**src/core/cib_pkg.sv**
```systemverilog
// Constants and types shared by the CAN interrupt and bit timing register block
package cib_pkg;
   // APB address width; byte address is four times a register index
   localparam int ADDR_W = 18;

   // Register indices
   localparam logic [15:0] IE_IDX = 16'hFF96;
   localparam logic [15:0] IS_IDX = 16'hFF98;
   localparam logic [15:0] QP_IDX = 16'hFF9A;
   localparam logic [15:0] BT_IDX = 16'hFF9C;
   localparam logic [15:0] LP_IDX = 16'hFF9E;
   localparam logic [15:0] CT_IDX = 16'hFFA0;
   localparam logic [15:0] RH_IDX = 16'hFFA2;

   // Interrupt source positions
   localparam int N_SRC = 6;
   localparam int IE_SET_LSB = 8;
   localparam int SRC_WAKE = 5;
   localparam int SRC_ARB = 4;
   localparam int SRC_PERR = 3;
   localparam int SRC_ESTAT = 2;
   localparam int SRC_RX = 1;
   localparam int SRC_TX = 0;

   // Bit timing and control field positions
   localparam int BT_SEG1_LSB = 0;
   localparam int BT_SEG2_LSB = 8;
   localparam int BT_SJW_LSB = 12;
   localparam int CT_INIT = 0;
   localparam int CT_SLEEP = 1;

   // Values after reset
   localparam logic [5:0] IE_RST = 6'h00;
   localparam logic [5:0] IS_RST = 6'h00;
   localparam logic [7:0] QP_RST = 8'hFF;
   localparam logic [3:0] SEG1_RST = 4'hF;
   localparam logic [2:0] SEG2_RST = 3'h7;
   localparam logic [1:0] SJW_RST = 2'h3;

   // Phases of one nominal bit time
   typedef enum logic [1:0] {
      PH_SYNC = 2'b00,
      PH_SEG1 = 2'b01,
      PH_SEG2 = 2'b10
   } cib_phase_t;
endpackage

```
**src/core/cib_bit_timer.sv**
```systemverilog
// Time quantum prescaler and nominal bit time sequencer
`timescale 1ns/1ns
module cib_bit_timer (
   // Clock and reset
   input wire logic clk_i,
   input wire logic reset_n_i,
   // Configuration
   input wire logic run_i,
   input wire logic [7:0] prescale_i,
   input wire logic [1:0] sjw_i,
   input wire logic [3:0] seg1_i,
   input wire logic [2:0] seg2_i,
   // Recessive to dominant edge on the bus
   input wire logic edge_i,
   // Timing pulses
   output logic tq_tick_o,
   output logic sample_o,
   output logic bit_start_o
);
   logic [7:0] pres_q, pres_d;
   logic [4:0] cnt_q, cnt_d, l1_q, l1_d, l2_q, l2_d;
   cib_pkg::cib_phase_t ph_q, ph_d;
   logic pend_q, samp_d, bs_d;

   // Quantum clock is the module clock divided by prescale plus one
   wire pres_end = (pres_q == prescale_i);
   wire tick = run_i & pres_end;
   assign pres_d = (!run_i || pres_end) ? 8'h00 : pres_q + 8'h01;

   wire [4:0] seg1_len = {1'b0, seg1_i} + 5'h01;
   wire [4:0] seg2_len = {2'h0, seg2_i} + 5'h01;
   wire [4:0] sjw_len = {3'h0, sjw_i} + 5'h01;
   wire [4:0] cnt_inc = cnt_q + 5'h01;
   wire [4:0] remain = l2_q - cnt_inc;
   // An edge seen between quanta is held until the next quantum
   wire pend = pend_q | edge_i;

   always_comb begin
      ph_d = ph_q;
      cnt_d = cnt_q;
      l1_d = l1_q;
      l2_d = l2_q;
      samp_d = 1'b0;
      bs_d = 1'b0;
      if (!run_i) begin
         ph_d = cib_pkg::PH_SYNC;
         cnt_d = 5'h00;
      end else if (tick) begin
         cnt_d = cnt_inc;
         case (ph_q)
            cib_pkg::PH_SYNC: begin
               // Sync segment is always one quantum
               ph_d = cib_pkg::PH_SEG1;
               cnt_d = 5'h00;
               l1_d = seg1_len;
               l2_d = seg2_len;
            end
            cib_pkg::PH_SEG1: begin
               // Late edge: lengthen segment one once by the jump width
               if (pend && l1_q == seg1_len) begin
                  l1_d = l1_q + sjw_len;
               end
               if (cnt_inc >= l1_d) begin
                  ph_d = cib_pkg::PH_SEG2;
                  cnt_d = 5'h00;
                  samp_d = 1'b1;
               end
            end
            cib_pkg::PH_SEG2: begin
               if (pend && remain <= sjw_len) begin
                  // Early edge close to the end: restart the bit here
                  ph_d = cib_pkg::PH_SEG1;
                  cnt_d = 5'h00;
                  l1_d = seg1_len;
                  l2_d = seg2_len;
                  bs_d = 1'b1;
               end else begin
                  if (pend) begin
                     l2_d = l2_q - sjw_len;
                  end
                  if (cnt_inc >= l2_d) begin
                     ph_d = cib_pkg::PH_SYNC;
                     bs_d = 1'b1;
                  end
               end
            end
            default: begin
               ph_d = cib_pkg::PH_SYNC;
            end
         endcase
      end
   end

   always_ff @(posedge clk_i or negedge reset_n_i) begin
      if (!reset_n_i) begin
         pres_q <= 8'h00;
         cnt_q <= 5'h00;
         l1_q <= 5'h00;
         l2_q <= 5'h00;
         ph_q <= cib_pkg::PH_SYNC;
      end else begin
         pres_q <= pres_d;
         cnt_q <= cnt_d;
         l1_q <= l1_d;
         l2_q <= l2_d;
         ph_q <= ph_d;
      end
   end

   always_ff @(posedge clk_i or negedge reset_n_i) begin
      if (!reset_n_i) begin
         pend_q <= 1'b0;
         tq_tick_o <= 1'b0;
         sample_o <= 1'b0;
         bit_start_o <= 1'b0;
      end else begin
         pend_q <= pend & ~tick & run_i;
         tq_tick_o <= tick;
         sample_o <= samp_d;
         bit_start_o <= bs_d;
      end
   end
endmodule // cib_bit_timer

```
**src/core/cib_regs.sv**
```systemverilog
// APB register block: CAN interrupts, prescaler, bit timing, receive history
`timescale 1ns/1ns

////////////////////////////////////////////////////////////////////////////////

// What this block does
// - A pending source reaches the interrupt only while its enable bit is 1.
// - Enable write: set-only sets, clear-only clears, other pairs leave unchanged.
// - Status bit reads 1 while its source event is pending, else 0.
// - Writing 1 to status bits 5..0 clears them; upper bits read zero.
// - Status bits never clear themselves; software clears them explicitly.
// - Bits: 5 wake, 4 arbitration, 3 protocol error, 2 error state, 1 rx, 0 tx.
// - Wake status sets only on bus wakeup, not on software sleep release.
// - Status register at index FF98, zero after reset.
// - Quantum clock is module clock divided by prescale plus one; reset 255.
// - Prescaler accepts writes only in initialization mode.
// - Jump width code k gives k plus one quanta; reset four.
// - Second segment code k gives k plus one quanta; reset eight.
// - First segment code k gives k plus one quanta; code zero prohibited.
// - Last-stored pointer reads history entry one before the last-in pointer.
// - Last-stored value is meaningless before any store or when list empty.
// - Enable register at index FF96, read and write, zero after reset.
// - Receive-list-empty reads 1 when all history entries are read, else 0.
module cib_regs #(
   parameter int HIST_DEPTH = 8
) (
   // Clock and reset
   input wire logic CLK_I,
   input wire logic RESET_N_I,

   // APB slave
   input wire logic PSEL_I,
   input wire logic PENABLE_I,
   input wire logic PWRITE_I,
   input wire logic [cib_pkg::ADDR_W-1:0] PADDR_I,
   input wire logic [31:0] PWDATA_I,
   input wire logic [3:0] PSTRB_I,
   output logic [31:0] PRDATA_O,
   output logic PREADY_O,
   output logic PSLVERR_O,

   // Protocol engine events, one-cycle pulses
   input wire logic TX_DONE_I,
   input wire logic RX_STORED_I,
   input wire logic [3:0] RX_BUF_NUM_I,
   input wire logic ESTAT_CHG_I,
   input wire logic PROTO_ERR_I,
   input wire logic ARB_LOSS_I,

   // CAN receive pin from the transceiver
   input wire logic CAN_RX_I,

   // Mode, interrupt and timing outputs
   output logic INIT_MODE_O,
   output logic SLEEP_O,
   output logic IRQ_O,
   output logic TQ_TICK_O,
   output logic SAMPLE_O,
   output logic BIT_START_O
);

   ////////////////////////////////////////////////////////////////////////////
   // Local types and helpers

   localparam int IW = $clog2(HIST_DEPTH);
   localparam logic [IW-1:0] LAST = IW'(HIST_DEPTH - 1);
   localparam logic [IW:0] FULL = (IW + 1)'(HIST_DEPTH);

   function automatic logic hit(
      input logic [cib_pkg::ADDR_W-1:0] a,
      input logic [15:0] idx
   );
      hit = (a == {idx, 2'h0});
   endfunction

   // History pointers wrap at any depth, not only powers of two
   function automatic logic [IW-1:0] nxt(input logic [IW-1:0] p);
      nxt = (p == LAST) ? {IW{1'b0}} : p + 1'b1;
   endfunction

   ////////////////////////////////////////////////////////////////////////////
   // Registers

   logic rx_s1_q;
   logic rx_s2_q;
   logic rx_s3_q;
   logic pready_q;
   logic slverr_q;
   logic [31:0] prdata_q;
   logic [5:0] en_q, en_d;
   logic [5:0] st_q, st_d;
   logic [7:0] qp_q, qp_d;
   logic [3:0] seg1_q, seg1_d;
   logic [2:0] seg2_q, seg2_d;
   logic [1:0] sjw_q, sjw_d;
   logic init_q, init_d;
   logic sleep_q, sleep_d;
   logic irq_q;
   logic [IW-1:0] lip_q, lip_d;
   logic [IW-1:0] gp_q, gp_d;
   logic [IW:0] cnt_q, cnt_d;
   logic [3:0] hist_mem [HIST_DEPTH];

   ////////////////////////////////////////////////////////////////////////////
   // Bus pin synchroniser

   // Third stage only feeds the edge detector, never the first stage
   always_ff @(posedge CLK_I or negedge RESET_N_I) begin
      if (!RESET_N_I) begin
         rx_s1_q <= 1'b1;
         rx_s2_q <= 1'b1;
         rx_s3_q <= 1'b1;
      end else begin
         rx_s1_q <= CAN_RX_I;
         rx_s2_q <= rx_s1_q;
         rx_s3_q <= rx_s2_q;
      end
   end

   // Recessive to dominant transition
   wire fall = rx_s3_q & ~rx_s2_q;
   wire run = ~init_q & ~sleep_q;

   ////////////////////////////////////////////////////////////////////////////
   // APB decode

   wire acc = PSEL_I & PENABLE_I;
   // One wait state so read data can come from a flop
   wire done = acc & pready_q;
   wire wr = done & PWRITE_I;
   wire rd = done & ~PWRITE_I;

   wire h_ie = hit(PADDR_I, cib_pkg::IE_IDX);
   wire h_is = hit(PADDR_I, cib_pkg::IS_IDX);
   wire h_qp = hit(PADDR_I, cib_pkg::QP_IDX);
   wire h_bt = hit(PADDR_I, cib_pkg::BT_IDX);
   wire h_lp = hit(PADDR_I, cib_pkg::LP_IDX);
   wire h_ct = hit(PADDR_I, cib_pkg::CT_IDX);
   wire h_rh = hit(PADDR_I, cib_pkg::RH_IDX);
   wire h_any = h_ie | h_is | h_qp | h_bt | h_lp | h_ct | h_rh;

   // Unstrobed lanes write as zero, which the set and clear bits ignore
   wire [15:0] lmask = {{8{PSTRB_I[1]}}, {8{PSTRB_I[0]}}};
   wire [15:0] wd = PWDATA_I[15:0] & lmask;
   wire lo_wr = wr & PSTRB_I[0];
   wire hi_wr = wr & PSTRB_I[1];

   ////////////////////////////////////////////////////////////////////////////
   // Interrupt enable and status

   wire [5:0] ie_set = wd[cib_pkg::IE_SET_LSB +: cib_pkg::N_SRC];
   wire [5:0] ie_clr = wd[cib_pkg::N_SRC-1:0];
   wire ie_wr = wr & h_ie;

   // Set alone sets, clear alone clears, both or neither keep the bit
   assign en_d = ie_wr ? ((en_q & ~(ie_clr & ~ie_set)) | (ie_set & ~ie_clr))
                       : en_q;

   wire wake_ev = sleep_q & fall;
   wire [5:0] ev;
   assign ev[cib_pkg::SRC_WAKE] = wake_ev;
   assign ev[cib_pkg::SRC_ARB] = ARB_LOSS_I;
   assign ev[cib_pkg::SRC_PERR] = PROTO_ERR_I;
   assign ev[cib_pkg::SRC_ESTAT] = ESTAT_CHG_I;
   assign ev[cib_pkg::SRC_RX] = RX_STORED_I;
   assign ev[cib_pkg::SRC_TX] = TX_DONE_I;

   wire [5:0] is_clr = (wr & h_is) ? wd[cib_pkg::N_SRC-1:0] : 6'h00;
   // A new event in the clearing cycle survives the clear
   assign st_d = (st_q & ~is_clr) | ev;

   ////////////////////////////////////////////////////////////////////////////
   // Prescaler and bit timing

   wire qp_ok = lo_wr & h_qp & init_q;
   assign qp_d = qp_ok ? wd[7:0] : qp_q;

   wire [3:0] seg1_w = wd[cib_pkg::BT_SEG1_LSB +: 4];
   // A prohibited zero first-segment code is dropped, keeping a legal bit time
   wire seg1_ok = lo_wr & h_bt & (seg1_w != 4'h0);
   assign seg1_d = seg1_ok ? seg1_w : seg1_q;
   assign seg2_d = (hi_wr & h_bt) ? wd[cib_pkg::BT_SEG2_LSB +: 3] : seg2_q;
   assign sjw_d = (hi_wr & h_bt) ? wd[cib_pkg::BT_SJW_LSB +: 2] : sjw_q;

   ////////////////////////////////////////////////////////////////////////////
   // Operating mode

   wire ct_wr = lo_wr & h_ct;
   assign init_d = ct_wr ? wd[cib_pkg::CT_INIT] : init_q;

   // Sleep is only entered by a control write whose init bit is 0; a software release
   // drops it without touching the wake status bit
   always_comb begin
      sleep_d = sleep_q;
      if (wake_ev) begin
         sleep_d = 1'b0;
      end
      if (ct_wr) begin
         sleep_d = wd[cib_pkg::CT_SLEEP] & ~wd[cib_pkg::CT_INIT];
      end
   end

   ////////////////////////////////////////////////////////////////////////////
   // Receive history list

   wire leave_init = init_q & ~init_d;
   wire store = RX_STORED_I & ~init_q;
   wire empty = (cnt_q == {(IW + 1){1'b0}});
   wire take = rd & h_rh & ~empty;
   wire full = (cnt_q == FULL);
   wire [IW-1:0] lip_prev = (lip_q == {IW{1'b0}}) ? LAST : lip_q - 1'b1;
   // When full the newest entry is overwritten and the pointer stays
   wire [IW-1:0] wr_idx = full ? lip_prev : lip_q;

   always_comb begin
      lip_d = lip_q;
      gp_d = gp_q;
      cnt_d = cnt_q;
      if (leave_init) begin
         // List restarts empty, so the last-stored value is meaningless
         lip_d = {IW{1'b0}};
         gp_d = {IW{1'b0}};
         cnt_d = {(IW + 1){1'b0}};
      end else begin
         if (store && !full) begin
            lip_d = nxt(lip_q);
         end
         if (take) begin
            gp_d = nxt(gp_q);
         end
         if (store && !full && !take) begin
            cnt_d = cnt_q + 1'b1;
         end else if (take && !(store && !full)) begin
            cnt_d = cnt_q - 1'b1;
         end
      end
   end

   // Entries carry no reset; a read before any store is undefined
   always_ff @(posedge CLK_I) begin
      if (store) begin
         hist_mem[wr_idx] <= RX_BUF_NUM_I;
      end
   end

   ////////////////////////////////////////////////////////////////////////////
   // Read data

   wire [15:0] bt_rd = {2'h0, sjw_q, 1'h0, seg2_q, 4'h0, seg1_q};
   wire [15:0] ct_rd = {13'h0000, empty, sleep_q, init_q};
   wire [15:0] rh_rd = {4'h0, hist_mem[gp_q], 6'h00, empty, 1'h0};
   wire [15:0] lp_rd = {12'h000, hist_mem[lip_prev]};

   wire [15:0] rmux = h_ie ? {10'h000, en_q} :
                      h_is ? {10'h000, st_q} :
                      h_qp ? {8'h00, qp_q} :
                      h_bt ? bt_rd :
                      h_lp ? lp_rd :
                      h_ct ? ct_rd :
                      h_rh ? rh_rd :
                      16'h0000;

   ////////////////////////////////////////////////////////////////////////////
   // APB response flops

   always_ff @(posedge CLK_I or negedge RESET_N_I) begin
      if (!RESET_N_I) begin
         pready_q <= 1'b0;
         slverr_q <= 1'b0;
         prdata_q <= 32'h0000_0000;
      end else begin
         pready_q <= acc & ~pready_q;
         if (acc && !pready_q) begin
            slverr_q <= ~h_any;
            prdata_q <= PWRITE_I ? 32'h0000_0000 : {16'h0000, rmux};
         end
      end
   end

   ////////////////////////////////////////////////////////////////////////////
   // Control and status flops

   always_ff @(posedge CLK_I or negedge RESET_N_I) begin
      if (!RESET_N_I) begin
         en_q <= cib_pkg::IE_RST;
         st_q <= cib_pkg::IS_RST;
      end else begin
         en_q <= en_d;
         st_q <= st_d;
      end
   end

   always_ff @(posedge CLK_I or negedge RESET_N_I) begin
      if (!RESET_N_I) begin
         qp_q <= cib_pkg::QP_RST;
         seg1_q <= cib_pkg::SEG1_RST;
         seg2_q <= cib_pkg::SEG2_RST;
         sjw_q <= cib_pkg::SJW_RST;
      end else begin
         qp_q <= qp_d;
         seg1_q <= seg1_d;
         seg2_q <= seg2_d;
         sjw_q <= sjw_d;
      end
   end

   always_ff @(posedge CLK_I or negedge RESET_N_I) begin
      if (!RESET_N_I) begin
         init_q <= 1'b1;
         sleep_q <= 1'b0;
      end else begin
         init_q <= init_d;
         sleep_q <= sleep_d;
      end
   end

   always_ff @(posedge CLK_I or negedge RESET_N_I) begin
      if (!RESET_N_I) begin
         lip_q <= {IW{1'b0}};
         gp_q <= {IW{1'b0}};
         cnt_q <= {(IW + 1){1'b0}};
      end else begin
         lip_q <= lip_d;
         gp_q <= gp_d;
         cnt_q <= cnt_d;
      end
   end

   ////////////////////////////////////////////////////////////////////////////
   // Interrupt output

   // Registered so the pin is glitch free; lags the status by one cycle
   always_ff @(posedge CLK_I or negedge RESET_N_I) begin
      if (!RESET_N_I) begin
         irq_q <= 1'b0;
      end else begin
         irq_q <= |(st_q & en_q);
      end
   end

   ////////////////////////////////////////////////////////////////////////////
   // Bit timing

   cib_bit_timer u_timer (
      .clk_i(CLK_I),
      .reset_n_i(RESET_N_I),
      .run_i(run),
      .prescale_i(qp_q),
      .sjw_i(sjw_q),
      .seg1_i(seg1_q),
      .seg2_i(seg2_q),
      .edge_i(fall & run),
      .tq_tick_o(TQ_TICK_O),
      .sample_o(SAMPLE_O),
      .bit_start_o(BIT_START_O)
   );

   ////////////////////////////////////////////////////////////////////////////
   // Outputs

   assign PRDATA_O = prdata_q;
   assign PREADY_O = pready_q;
   assign PSLVERR_O = slverr_q;
   assign INIT_MODE_O = init_q;
   assign SLEEP_O = sleep_q;
   assign IRQ_O = irq_q;

endmodule // cib_regs

```
**config.mk**
```make
export PLATFORM = sky130hd
export DESIGN_NAME = cib_regs
export DESIGN_NICKNAME = d
export VERILOG_FILES = /design/src/core/cib_pkg.sv /design/src/core/cib_bit_timer.sv /design/src/core/cib_regs.sv
export SDC_FILE = /design/constraint.sdc
export NUM_CORES = 1
export LEC_CHECK = 0
export BUFFER_PORTS_ARGS = -buffer_cell sky130_fd_sc_hd__buf_2
export CORE_ASPECT_RATIO = 2
export CORE_MARGIN = 2
export CORE_UTILIZATION = 55
export DETAILED_ROUTE_END_ITERATION = 6
export PLACE_DENSITY = 0.84
export SLEW_MARGIN = 20
export SYNTH_ARGS = -nofsm -noshare
export SYNTH_HDL_FRONTEND = slang
export SYNTH_SLANG_ARGS = --single-unit
export TNS_END_PERCENT = 5
```
**constraint.sdc**
```tcl
create_clock -name CLK_I -period 4 [get_ports CLK_I]
set_input_delay 0.6 -clock CLK_I [delete_from_list [all_inputs] [get_ports CLK_I]]
set_output_delay 0.6 -clock CLK_I [all_outputs]
set_load 0.05 [all_outputs]
```
Word level (Yosys, flattened, before mapping)
Memories as Yosys holds them, arrays and structs flattened.
Cells that the tools add are included.
{"block": "word_totals", "mem_bits_ro": 0, "reg_bits": 108, "elab_cells": 203, "mem_bits_rw": 32, "n_memories": 1, "latch_bits": 0, "in_bits": 69}
{"block": "classes", "magnitude_cmp": 3, "n_shift": 0, "multipliers": 0, "n_addsub": 13, "eq_ne": 18, "div": 0, "muxes": 59, "reduce_logical": 26, "bitwise": 56}
{"memory": "hist_mem", "depth": 8, "width": 4, "read_ports": 2, "rd_ports_with_merged_regs": 0, "wr": 1, "line": "cib_regs.sv:102", "text": "logic [3:0] hist_mem [HIST_DEPTH];"}
{"operator": "18-bit == test, second input constant", "n": 7}
{"operator": "5-bit 2-to-1 mux", "n": 15}
{"operator": "14-bit 2-to-1 mux", "n": 5}
{"operator": "12-bit 2-to-1 mux", "n": 3}
{"operator": "6-bit AND", "n": 5}
{"operator": "5-bit case mux with 3 select lines", "n": 2}
{"operator": "1-bit AND", "n": 27}
{"operator": "3-bit 2-to-1 mux", "n": 8}
{"operator": "6-bit NOT", "n": 4}
{"operator": "14-bit AND", "n": 1}
{"operator": "1-bit 2-to-1 mux", "n": 14}
{"operator": "4-bit 2-to-1 mux", "n": 3}
{"operator": "6-bit OR", "n": 2}
{"operator": "5-bit greater-or-equal comparator", "n": 2}
{"operator": "2-bit 2-to-1 mux", "n": 5}
{"operator": "1-bit NOT", "n": 10}
{"operator": "5-bit case mux with 2 select lines", "n": 1}
{"operator": "5-bit subtractor", "n": 2}
{"operator": "8-bit by 1-bit adder with 8-bit output, second input constant", "n": 1}
{"operator": "8-bit == test", "n": 1}
{"operator": "8-bit 2-to-1 mux", "n": 1}
{"operator": "2-bit nonzero test", "n": 4}
{"operator": "1-bit OR", "n": 7}
{"operator": "3-bit by 1-bit adder with 3-bit output, second input constant", "n": 2}
{"operator": "other kinds (30)", "n": 43}

Depth between registers and ports, before layout
Gate-level depths: netlist of run 1.
{"block": "logic_depth", "word_depth": 15, "mapped_depth": 13, "mapped_depth_nobuf": 13}

By module
A second synthesis of run 1 with hierarchy kept.
{"block": "unflattened", "cells_unflattened": 719, "area_unflattened_um2": 7548.5}
{"mod": "cib_regs", "seq_area_each_um2": 2513.7, "n_inst": 1, "cells_each": 449, "area_per_inst_um2": 5024.8}
{"mod": "cib_bit_timer", "seq_area_each_um2": 725.7, "n_inst": 1, "cells_each": 270, "area_per_inst_um2": 2523.7}

Least setup slack after synthesis of run 1
No wires, ideal clock.
{"block": "synth_timing", "path_kind": "register to register", "start": "reg seg1_q[0]", "end": "reg u_timer.cnt_q[0]", "path_stages_with_launch": 13, "n_path_buf": 0, "arrival_ns": 3.089, "setup_slack_ns": 0.846, "setup_time_ns": 0.065, "cell_sequence": "dfstp_2 ha_1 xor2_1 o32a_1 a211oi_2 mux2_2 ha_1 nor2b_1 o21ai_0 a31oi_1 nand2_1 a21oi_1 mux2_2"}
{"block": "synth_between", "elab_chain_cells": 12}
{"item": "from (decl)", "line": "cib_regs.sv:93", "text": "logic [3:0] seg1_q, seg1_d;"}
{"item": "from (signal assigned)", "line": "cib_regs.sv:296", "text": "seg1_q <= cib_pkg::SEG1_RST;"}
{"item": "from (signal assigned)", "line": "cib_regs.sv:301", "text": "seg1_q <= seg1_d;"}
{"item": "4-bit by 1-bit adder with 5-bit output", "line": "cib_bit_timer.sv:30", "text": "wire [4:0] seg1_len = {1'b0, seg1_i} + 5'h01;"}
{"item": "5-bit == test", "line": "cib_bit_timer.sv:60", "text": "if (pend && l1_q == seg1_len) begin"}
{"item": "1-bit logical AND", "line": "cib_bit_timer.sv:60"}
{"item": "5-bit 2-to-1 mux", "line": "cib_bit_timer.sv:60"}
{"item": "5-bit 2-to-1 mux", "line": "cib_bit_timer.sv:50", "text": "case (ph_q)"}
{"item": "5-bit 2-to-1 mux", "line": "cib_bit_timer.sv:48", "text": "end else if (tick) begin"}
{"item": "5-bit 2-to-1 mux", "line": "cib_bit_timer.sv:45", "text": "if (!run_i) begin"}
{"item": "5-bit greater-or-equal comparator", "line": "cib_bit_timer.sv:63", "text": "if (cnt_inc >= l1_d) begin"}
{"item": "5-bit 2-to-1 mux", "line": "cib_bit_timer.sv:63"}
{"item": "5-bit case mux with 3 select lines", "line": "cib_bit_timer.sv:50"}
{"item": "5-bit 2-to-1 mux", "line": "cib_bit_timer.sv:48"}
{"item": "5-bit 2-to-1 mux", "line": "cib_bit_timer.sv:45"}
{"item": "to (signal assigned)", "line": "cib_bit_timer.sv:103", "text": "cnt_q <= cnt_d;"}
{"item": "to (decl)", "line": "cib_bit_timer.sv:21", "text": "logic [4:0] cnt_q, cnt_d, l1_q, l1_d, l2_q, l2_d;"}
No other way between the ends. The select of a mux whose other input is x is not followed.
A chain may end at the register's enable or synchronous reset.

Final worst setup path of run 1
Same ends and word-level chain as after synthesis.

==> results_dict.tcl, run 1 <==
set metrics [dict create \
    status "complete, but fails checks" \
    yosysUniqueCellTypes 88 \
    synth_common_cells "69 x dfrtp_1, 53 x nand2_1, 38 x nor2_1, 36 x ha_1, 32 x edfxtp_1" \
    slew_viol_final 0 \
    core_sq_mm 0.01329 \
    wirelength_mm 17.25 \
    grt_start_max_net_pins 70 \
    yosys_register_bits 122 \
    synth.most_common_cell "dfrtp_1" \
    clk-insertion-delay-late_ps 430 \
    clock_skew_ps 8.067 \
    grt_use_total_pct 25.06 \
    hp-class "input pin to register" \
    startpoint "seg1_q[0]" \
    hold_viol 0 \
    path_clk_slew_ps 70 \
    cts_root_buffer "clkbuf_16" \
    ant_nets 0 \
    grt_pass1_wl_mm 28.07 \
    end_kind "register" \
    syn_area_sq_mm 0.007412 \
    cts_tree "yes" \
    place_hpwl_mm 12.76 \
    cp_max_fo 6 \
    drv_cap 0 \
    vias 5615 \
    min_period_over_period_pct 90.33 \
    whs_ps 271.6 \
    vdd_drop_max_mv 0.4314 \
    synth_area_leaders "dfrtp_1 23%, edfxtp_1 13%, dfstp_2 7.4%, ha_1 6.1%, mux4_2 3.6%" \
    synth_edf_count 32 \
    numCtsBuffers 17 \
    rsz0062_at_grt "no" \
    synth_top_cell_by_area "dfrtp_1" \
    cts_resized 0 \
    nets 841 \
    drc 4 \
    syn_area_per_cell_sq_um 11.23 \
    fill_cells 967 \
    ctsHoldBuffers 0 \
    area_delta_synth_final_pct 13.20 \
    drive_gt1_share_pct 25.50 \
    synthCells 660 \
    antenna_found_initial 1 \
    synth_ff_type "dfrtp_1" \
    wl_per_cell_um 19.14 \
    yosysSeqAreaShare_pct 43.70 \
    leakage_uw 0.003749 \
    utilization_pct 63.14 \
    rows 60 \
    start_util_pct 55.78 \
    setup_viol 0 \
    boundaryPins 109 \
    start_kind "register" \
    violations "design-rule violations" \
    h-tree-depth 4 \
    fin_crit_ps 3613 \
    cts_setup_buffers 0 \
    vias_per_cell 6.232 \
    drt_iter0_markers 610 \
    tightest_slew_ps 876.7 \
    max_slew_margin_pct 41.56 \
    place.port_buffers 70 \
    cp.arrival_ps 3980 \
    power_density_mw_per_mm2 584.1 \
    yosysTopAreaCellShare_pct 23.30 \
    fmax_mhz 276.8 \
    gp_congestion 0.9011 \
    async_reset_ff_share_pct 73.77 \
    min_from "CAN_RX_I" \
    r2r-start "seg1_q[0]" \
    crit_type "register to register" \
    die-height_um 168.2 \
    grt_pass1_vias 5525 \
    cts.sink_count 122 \
    first_pass_iters 7 \
    dieWidth_um 86.09 \
    dieArea_sq_mm 0.01448 \
    yosys_warnings 0 \
    critPathRequiredTime_ps 4370 \
    setup_tns_ps 0 \
    grt_overflow 0 \
    clockBufferDepth 2 \
]
state kept, by name, indices dropped and copies added, names as in the netlist, 4 cells and up:
register / count
hist_mem: 32
PRDATA_O: 14
qp_q: 8
u_timer.pres_q: 8
en_q: 6
st_q: 6
u_timer.cnt_q: 5
u_timer.l1_q: 5
u_timer.l2_q: 5
cnt_q: 4
seg1_q: 4
cell type report:
type                    count  area [sq um]  share of cell area (%)
flip-flops and latches    122          3239                   38.61
well taps                 155         193.9                   2.311
repair buffers             72         367.9                   4.384
clock inverters            15         147.6                   1.760
inverters                  25         93.84                   1.118
multi-input cells         494          3920                   46.72
clock buffers              17         425.4                   5.070
diodes                      1         2.502                 0.02982
layout by cell type (no fill, tap or decap), types with 5 or more instances in the layout:
cell type,Yosys,final
mux4_2,12,12
inv_8,0,7
a22oi_1,6,6
o21ai_1,19,19
a21o_1,18,18
nor3_1,13,13
o211ai_1,5,5
nand3b_1,5,5
dfstp_2,21,21
edfxtp_1,32,32
and3_1,6,6
a22o_1,7,7
inv_1,25,25
nor2_1,38,38
dfrtp_1,69,69
conb_1,1,18
nand2b_1,9,9
ha_1,36,36
o21ai_0,16,16
nand2_1,53,53
buf_2,1,69
xor2_1,18,18
a21oi_1,22,22
clkbuf_16,0,17
nor2b_1,10,10
nand3_1,27,27
xnor2_1,13,13
mux2i_1,25,25
mux2_2,17,17
where the power goes:
part           internal (uW)  switching, uW
clock network            830            660
logic                    777           1030
registers               1440            167
per-layer routing:
layer  GRT usage [%]  vias to the layer above  share of wire [%]
met5               0                        -                  0
li1                -                     2567                  -
met2           40.92                      271                 49
met3           4.755                       34                7.0
met1           33.18                     2743                 41
met4           8.834                        0                2.7
path summary, 6_finish.rpt:
check                              endpoint  slack, ps  cells after the start
max in group asynchronous           qp_q[1]       2820                      2
hold reg to reg                     rx_s2_q        360                      0
setup / recovery           u_timer.cnt_q[0]        390                     12
hold / removal                      rx_s1_q        270                      1
setup reg to reg           u_timer.cnt_q[0]        390                     12
min in group asynchronous           gp_q[0]        280                      1
critical path: stages, from the launching register on:
cell and delay [ps]:
dfstp_2 620, ha_1 290, xor2_1 90, o32a_1 350
a211oi_2 370, mux2_2 400, ha_1 270, nor2b_1 100
o21ai_0 90, a31oi_1 260, nand2_1 140, a21oi_1 340
mux2_2 220
stage by stage:
step | total power (uW) | cells | worst slack, ps | instance area, sq um
3_5_place_dp | 3402 | 868 | 465.6 | 7815
3_3_place_gp | 3321 | 868 | 527.1 | 7815
4_1_cts | 4904 | 900 | 419.5 | 8388
2_1_floorplan | 3022 | 677 | 845.5 | 7476
6_report | 4901 | 901 | 386.8 | 8391
5_1_grt | 5174 | 901 | 189.0 | 8391
kinds of logic (layout without fill, tap and decap cells):
logic type / Yosys count / in the layout / share of synthesized area [%]
simple gates: 206 / 206 / 16.09
mux: 60 / 60 / 10.67
flops: 122 / 122 / 43.70
fa+ha+maj: 40 / 40 / 7.157
other cells: 1 / 19 / 0.05059
xor+xnor: 34 / 34 / 4.507
buf+inv: 61 / 129 / 4.271
compound gates: 136 / 136 / 13.56
(Power assumes the default switching activity.)
==> run 2: changes to the inputs <==
CELL_PAD_IN_SITES_DETAIL_PLACEMENT = 1   (was default)
CELL_PAD_IN_SITES_GLOBAL_PLACEMENT = 1   (was default)
CORE_UTILIZATION = 46   (was 55)
MAX_ROUTING_LAYER = met4   (was default)
PLACE_DENSITY = 0.88   (was 0.84)
==> run 2 against run 1 <==
The flow now finishes without violations. Non-clock buffer count is 3 higher. Clock power is 5% higher. Clock-buffer cell count is 4 higher. Power is 4.2% higher. Setup slack worse by 130 ps. Sequential power hardly changed. Design area is 1.2% higher. Flip-flop and latch count stayed put. Hold slack hardly changed. Die area is 19% higher. Critical path type unchanged.
==> results_dict.tcl, run 2 (synthesis gave the netlist of run 1 again) <==
set metrics [dict create \
    first_pass_iters 6 \
    hold_viol 0 \
    path_clk_slew_ps 60 \
    rows 65 \
    cts.sink_count 122 \
    core_sq_mm 0.01578 \
    place_hpwl_mm 17.42 \
    cts_setup_buffers 0 \
    clockBufferDepth 2 \
    cts_tree "yes" \
    hp-class "input pin to register" \
    wl_per_cell_um 23.78 \
    crit_path_end "u_timer.cnt_q[0]" \
    drt_iter0_markers 407 \
    tightest_slew_ps 939.9 \
    nets 844 \
    boundaryPins 109 \
    fmax_mhz 267.3 \
    dieWidth_um 93.76 \
    wirelength_mm 22.57 \
    power_density_mw_per_mm2 601.0 \
    mostFrequentLayoutCells "69 x dfrtp_1, 69 x buf_2, 53 x nand2_1" \
    die-height_um 183.5 \
    start_util_pct 46.98 \
    drc 0 \
    reg2reg_setup_slack_ps 260 \
    rr_endpoint "u_timer.cnt_q[0]" \
    cp_cell_sequence "ha_1, xnor2_1, o211ai_1, a211oi_2, mux2_2, ha_1, nor2b_1, o21ai_0, a31oi_1, nand2_1, a21oi_1, mux2_2" \
    setup_viol 0 \
    power_uw 5105 \
    vdd_drop_max_mv 0.3743 \
    min_period_over_period_pct 93.53 \
    cp_slowest_stage_delay_ps 630 \
    antenna_found_initial 0 \
    h-tree-depth 4 \
    ctsHoldBuffers 0 \
    fin_crit_ps 3741 \
    drv_cap 0 \
    largest_register_ffs 32 \
    r2r-start "seg1_q[0]" \
    grt_overflow 0 \
    cts_root_buffer "clkbuf_16" \
    cp_slowest_cell "dfstp_2" \
    startpoint "seg1_q[0]" \
    cp_max_fo 6 \
    critPathBufInv 0 \
    drive_gt1_share_pct 25.67 \
    grt_pass1_wl_mm 35.76 \
    ant_nets 0 \
    rr_worst_depth 12 \
    cp.depth 12 \
    path_delay_family "compound AO/OA/AOI/OAI gates" \
    start_kind "register" \
    dieArea_sq_mm 0.01721 \
    end_kind "register" \
    max_slew_margin_pct 37.34 \
    crit_type "register to register" \
    leakage_uw 0.003777 \
    clk-insertion-delay-late_ps 430 \
    area_delta_synth_final_pct 14.60 \
    regMostFlops "hist_mem" \
    utilization_pct 53.84 \
    numCtsBuffers 17 \
    critPathRequiredTime_ps 4360 \
    cp.arrival_ps 4110 \
    place.port_buffers 70 \
    rsz0062_at_grt "no" \
    gp_congestion 0.9549 \
    n_antenna_cell 0 \
    grt_pass1_vias 6572 \
    slew_viol_final 0 \
    vias_per_cell 6.151 \
    grt_start_max_net_pins 71 \
    grt_use_total_pct 28.35 \
    clock_skew_ps 8.247 \
    vias 5837 \
    status "finished, final reports clean" \
    setup_tns_ps 0 \
    cts_resized 0 \
]
run 2: cell count changes in the layout (fill, tap and decap cells not counted), moves of 2 or more:
cell / before / now
inv_8: 7 / 0
buf_4: 3 / 6
clkinv_2: 0 / 2
clkbuf_16: 17 / 19
run 2: metal layers:
metal / share of wire (%) / track usage (%) / up-vias
met5: 0 / - / -
met4: 7.9 / 20.23 / 0
met3: 3.4 / 4.510 / 101
met2: 57 / 52.09 / 184
met1: 31 / 25.42 / 2984
li1: - / - / 2568
run 2: worst min-delay path by stage:
stage | startpoint | to | cells past startpoint
6_report | CAN_RX_I | rx_s1_q | 1
5_1_grt | CAN_RX_I | rx_s1_q | 1
4_1_cts | CAN_RX_I | rx_s1_q | 1
3_5_place_dp | rx_s1_q | rx_s2_q | 0
3_3_place_gp | rx_s1_q | rx_s2_q | 0
2_1_floorplan | RESET_N_I | IRQ_O | 0
run 2: area by class of cell:
class                      instances  area (sq um)
clock buffer                      21         493.0
timing repair buffer              75         390.4
sequential                       122          3239
multi-input combinational        494          3920
inverter                          25         93.84
tap                              201         251.5
fill                            1709          7283
clock inverter                    11         106.4
run 2: power by group:
part	total, uW	switching, uW	internal [uW]
Sequential	1620	180	1440
Combinational	1930	1140	790
Clock	1560	606	952
Total	5110	1920	3180
run 2: per-stage QoR:
step | cells | instance area (sq um) | setup WS, ps | hold slack, ps
floorplan | 677 | 7476 | 845.5 | 304.4
global placement | 917 | 7895 | 477.1 | 348.9
detailed placement | 917 | 7895 | 316.1 | 350.3
CTS | 949 | 8494 | 311.5 | 268.2
global route | 949 | 8494 | 60.72 | 270.5
finish | 949 | 8494 | 258.9 | 271.1
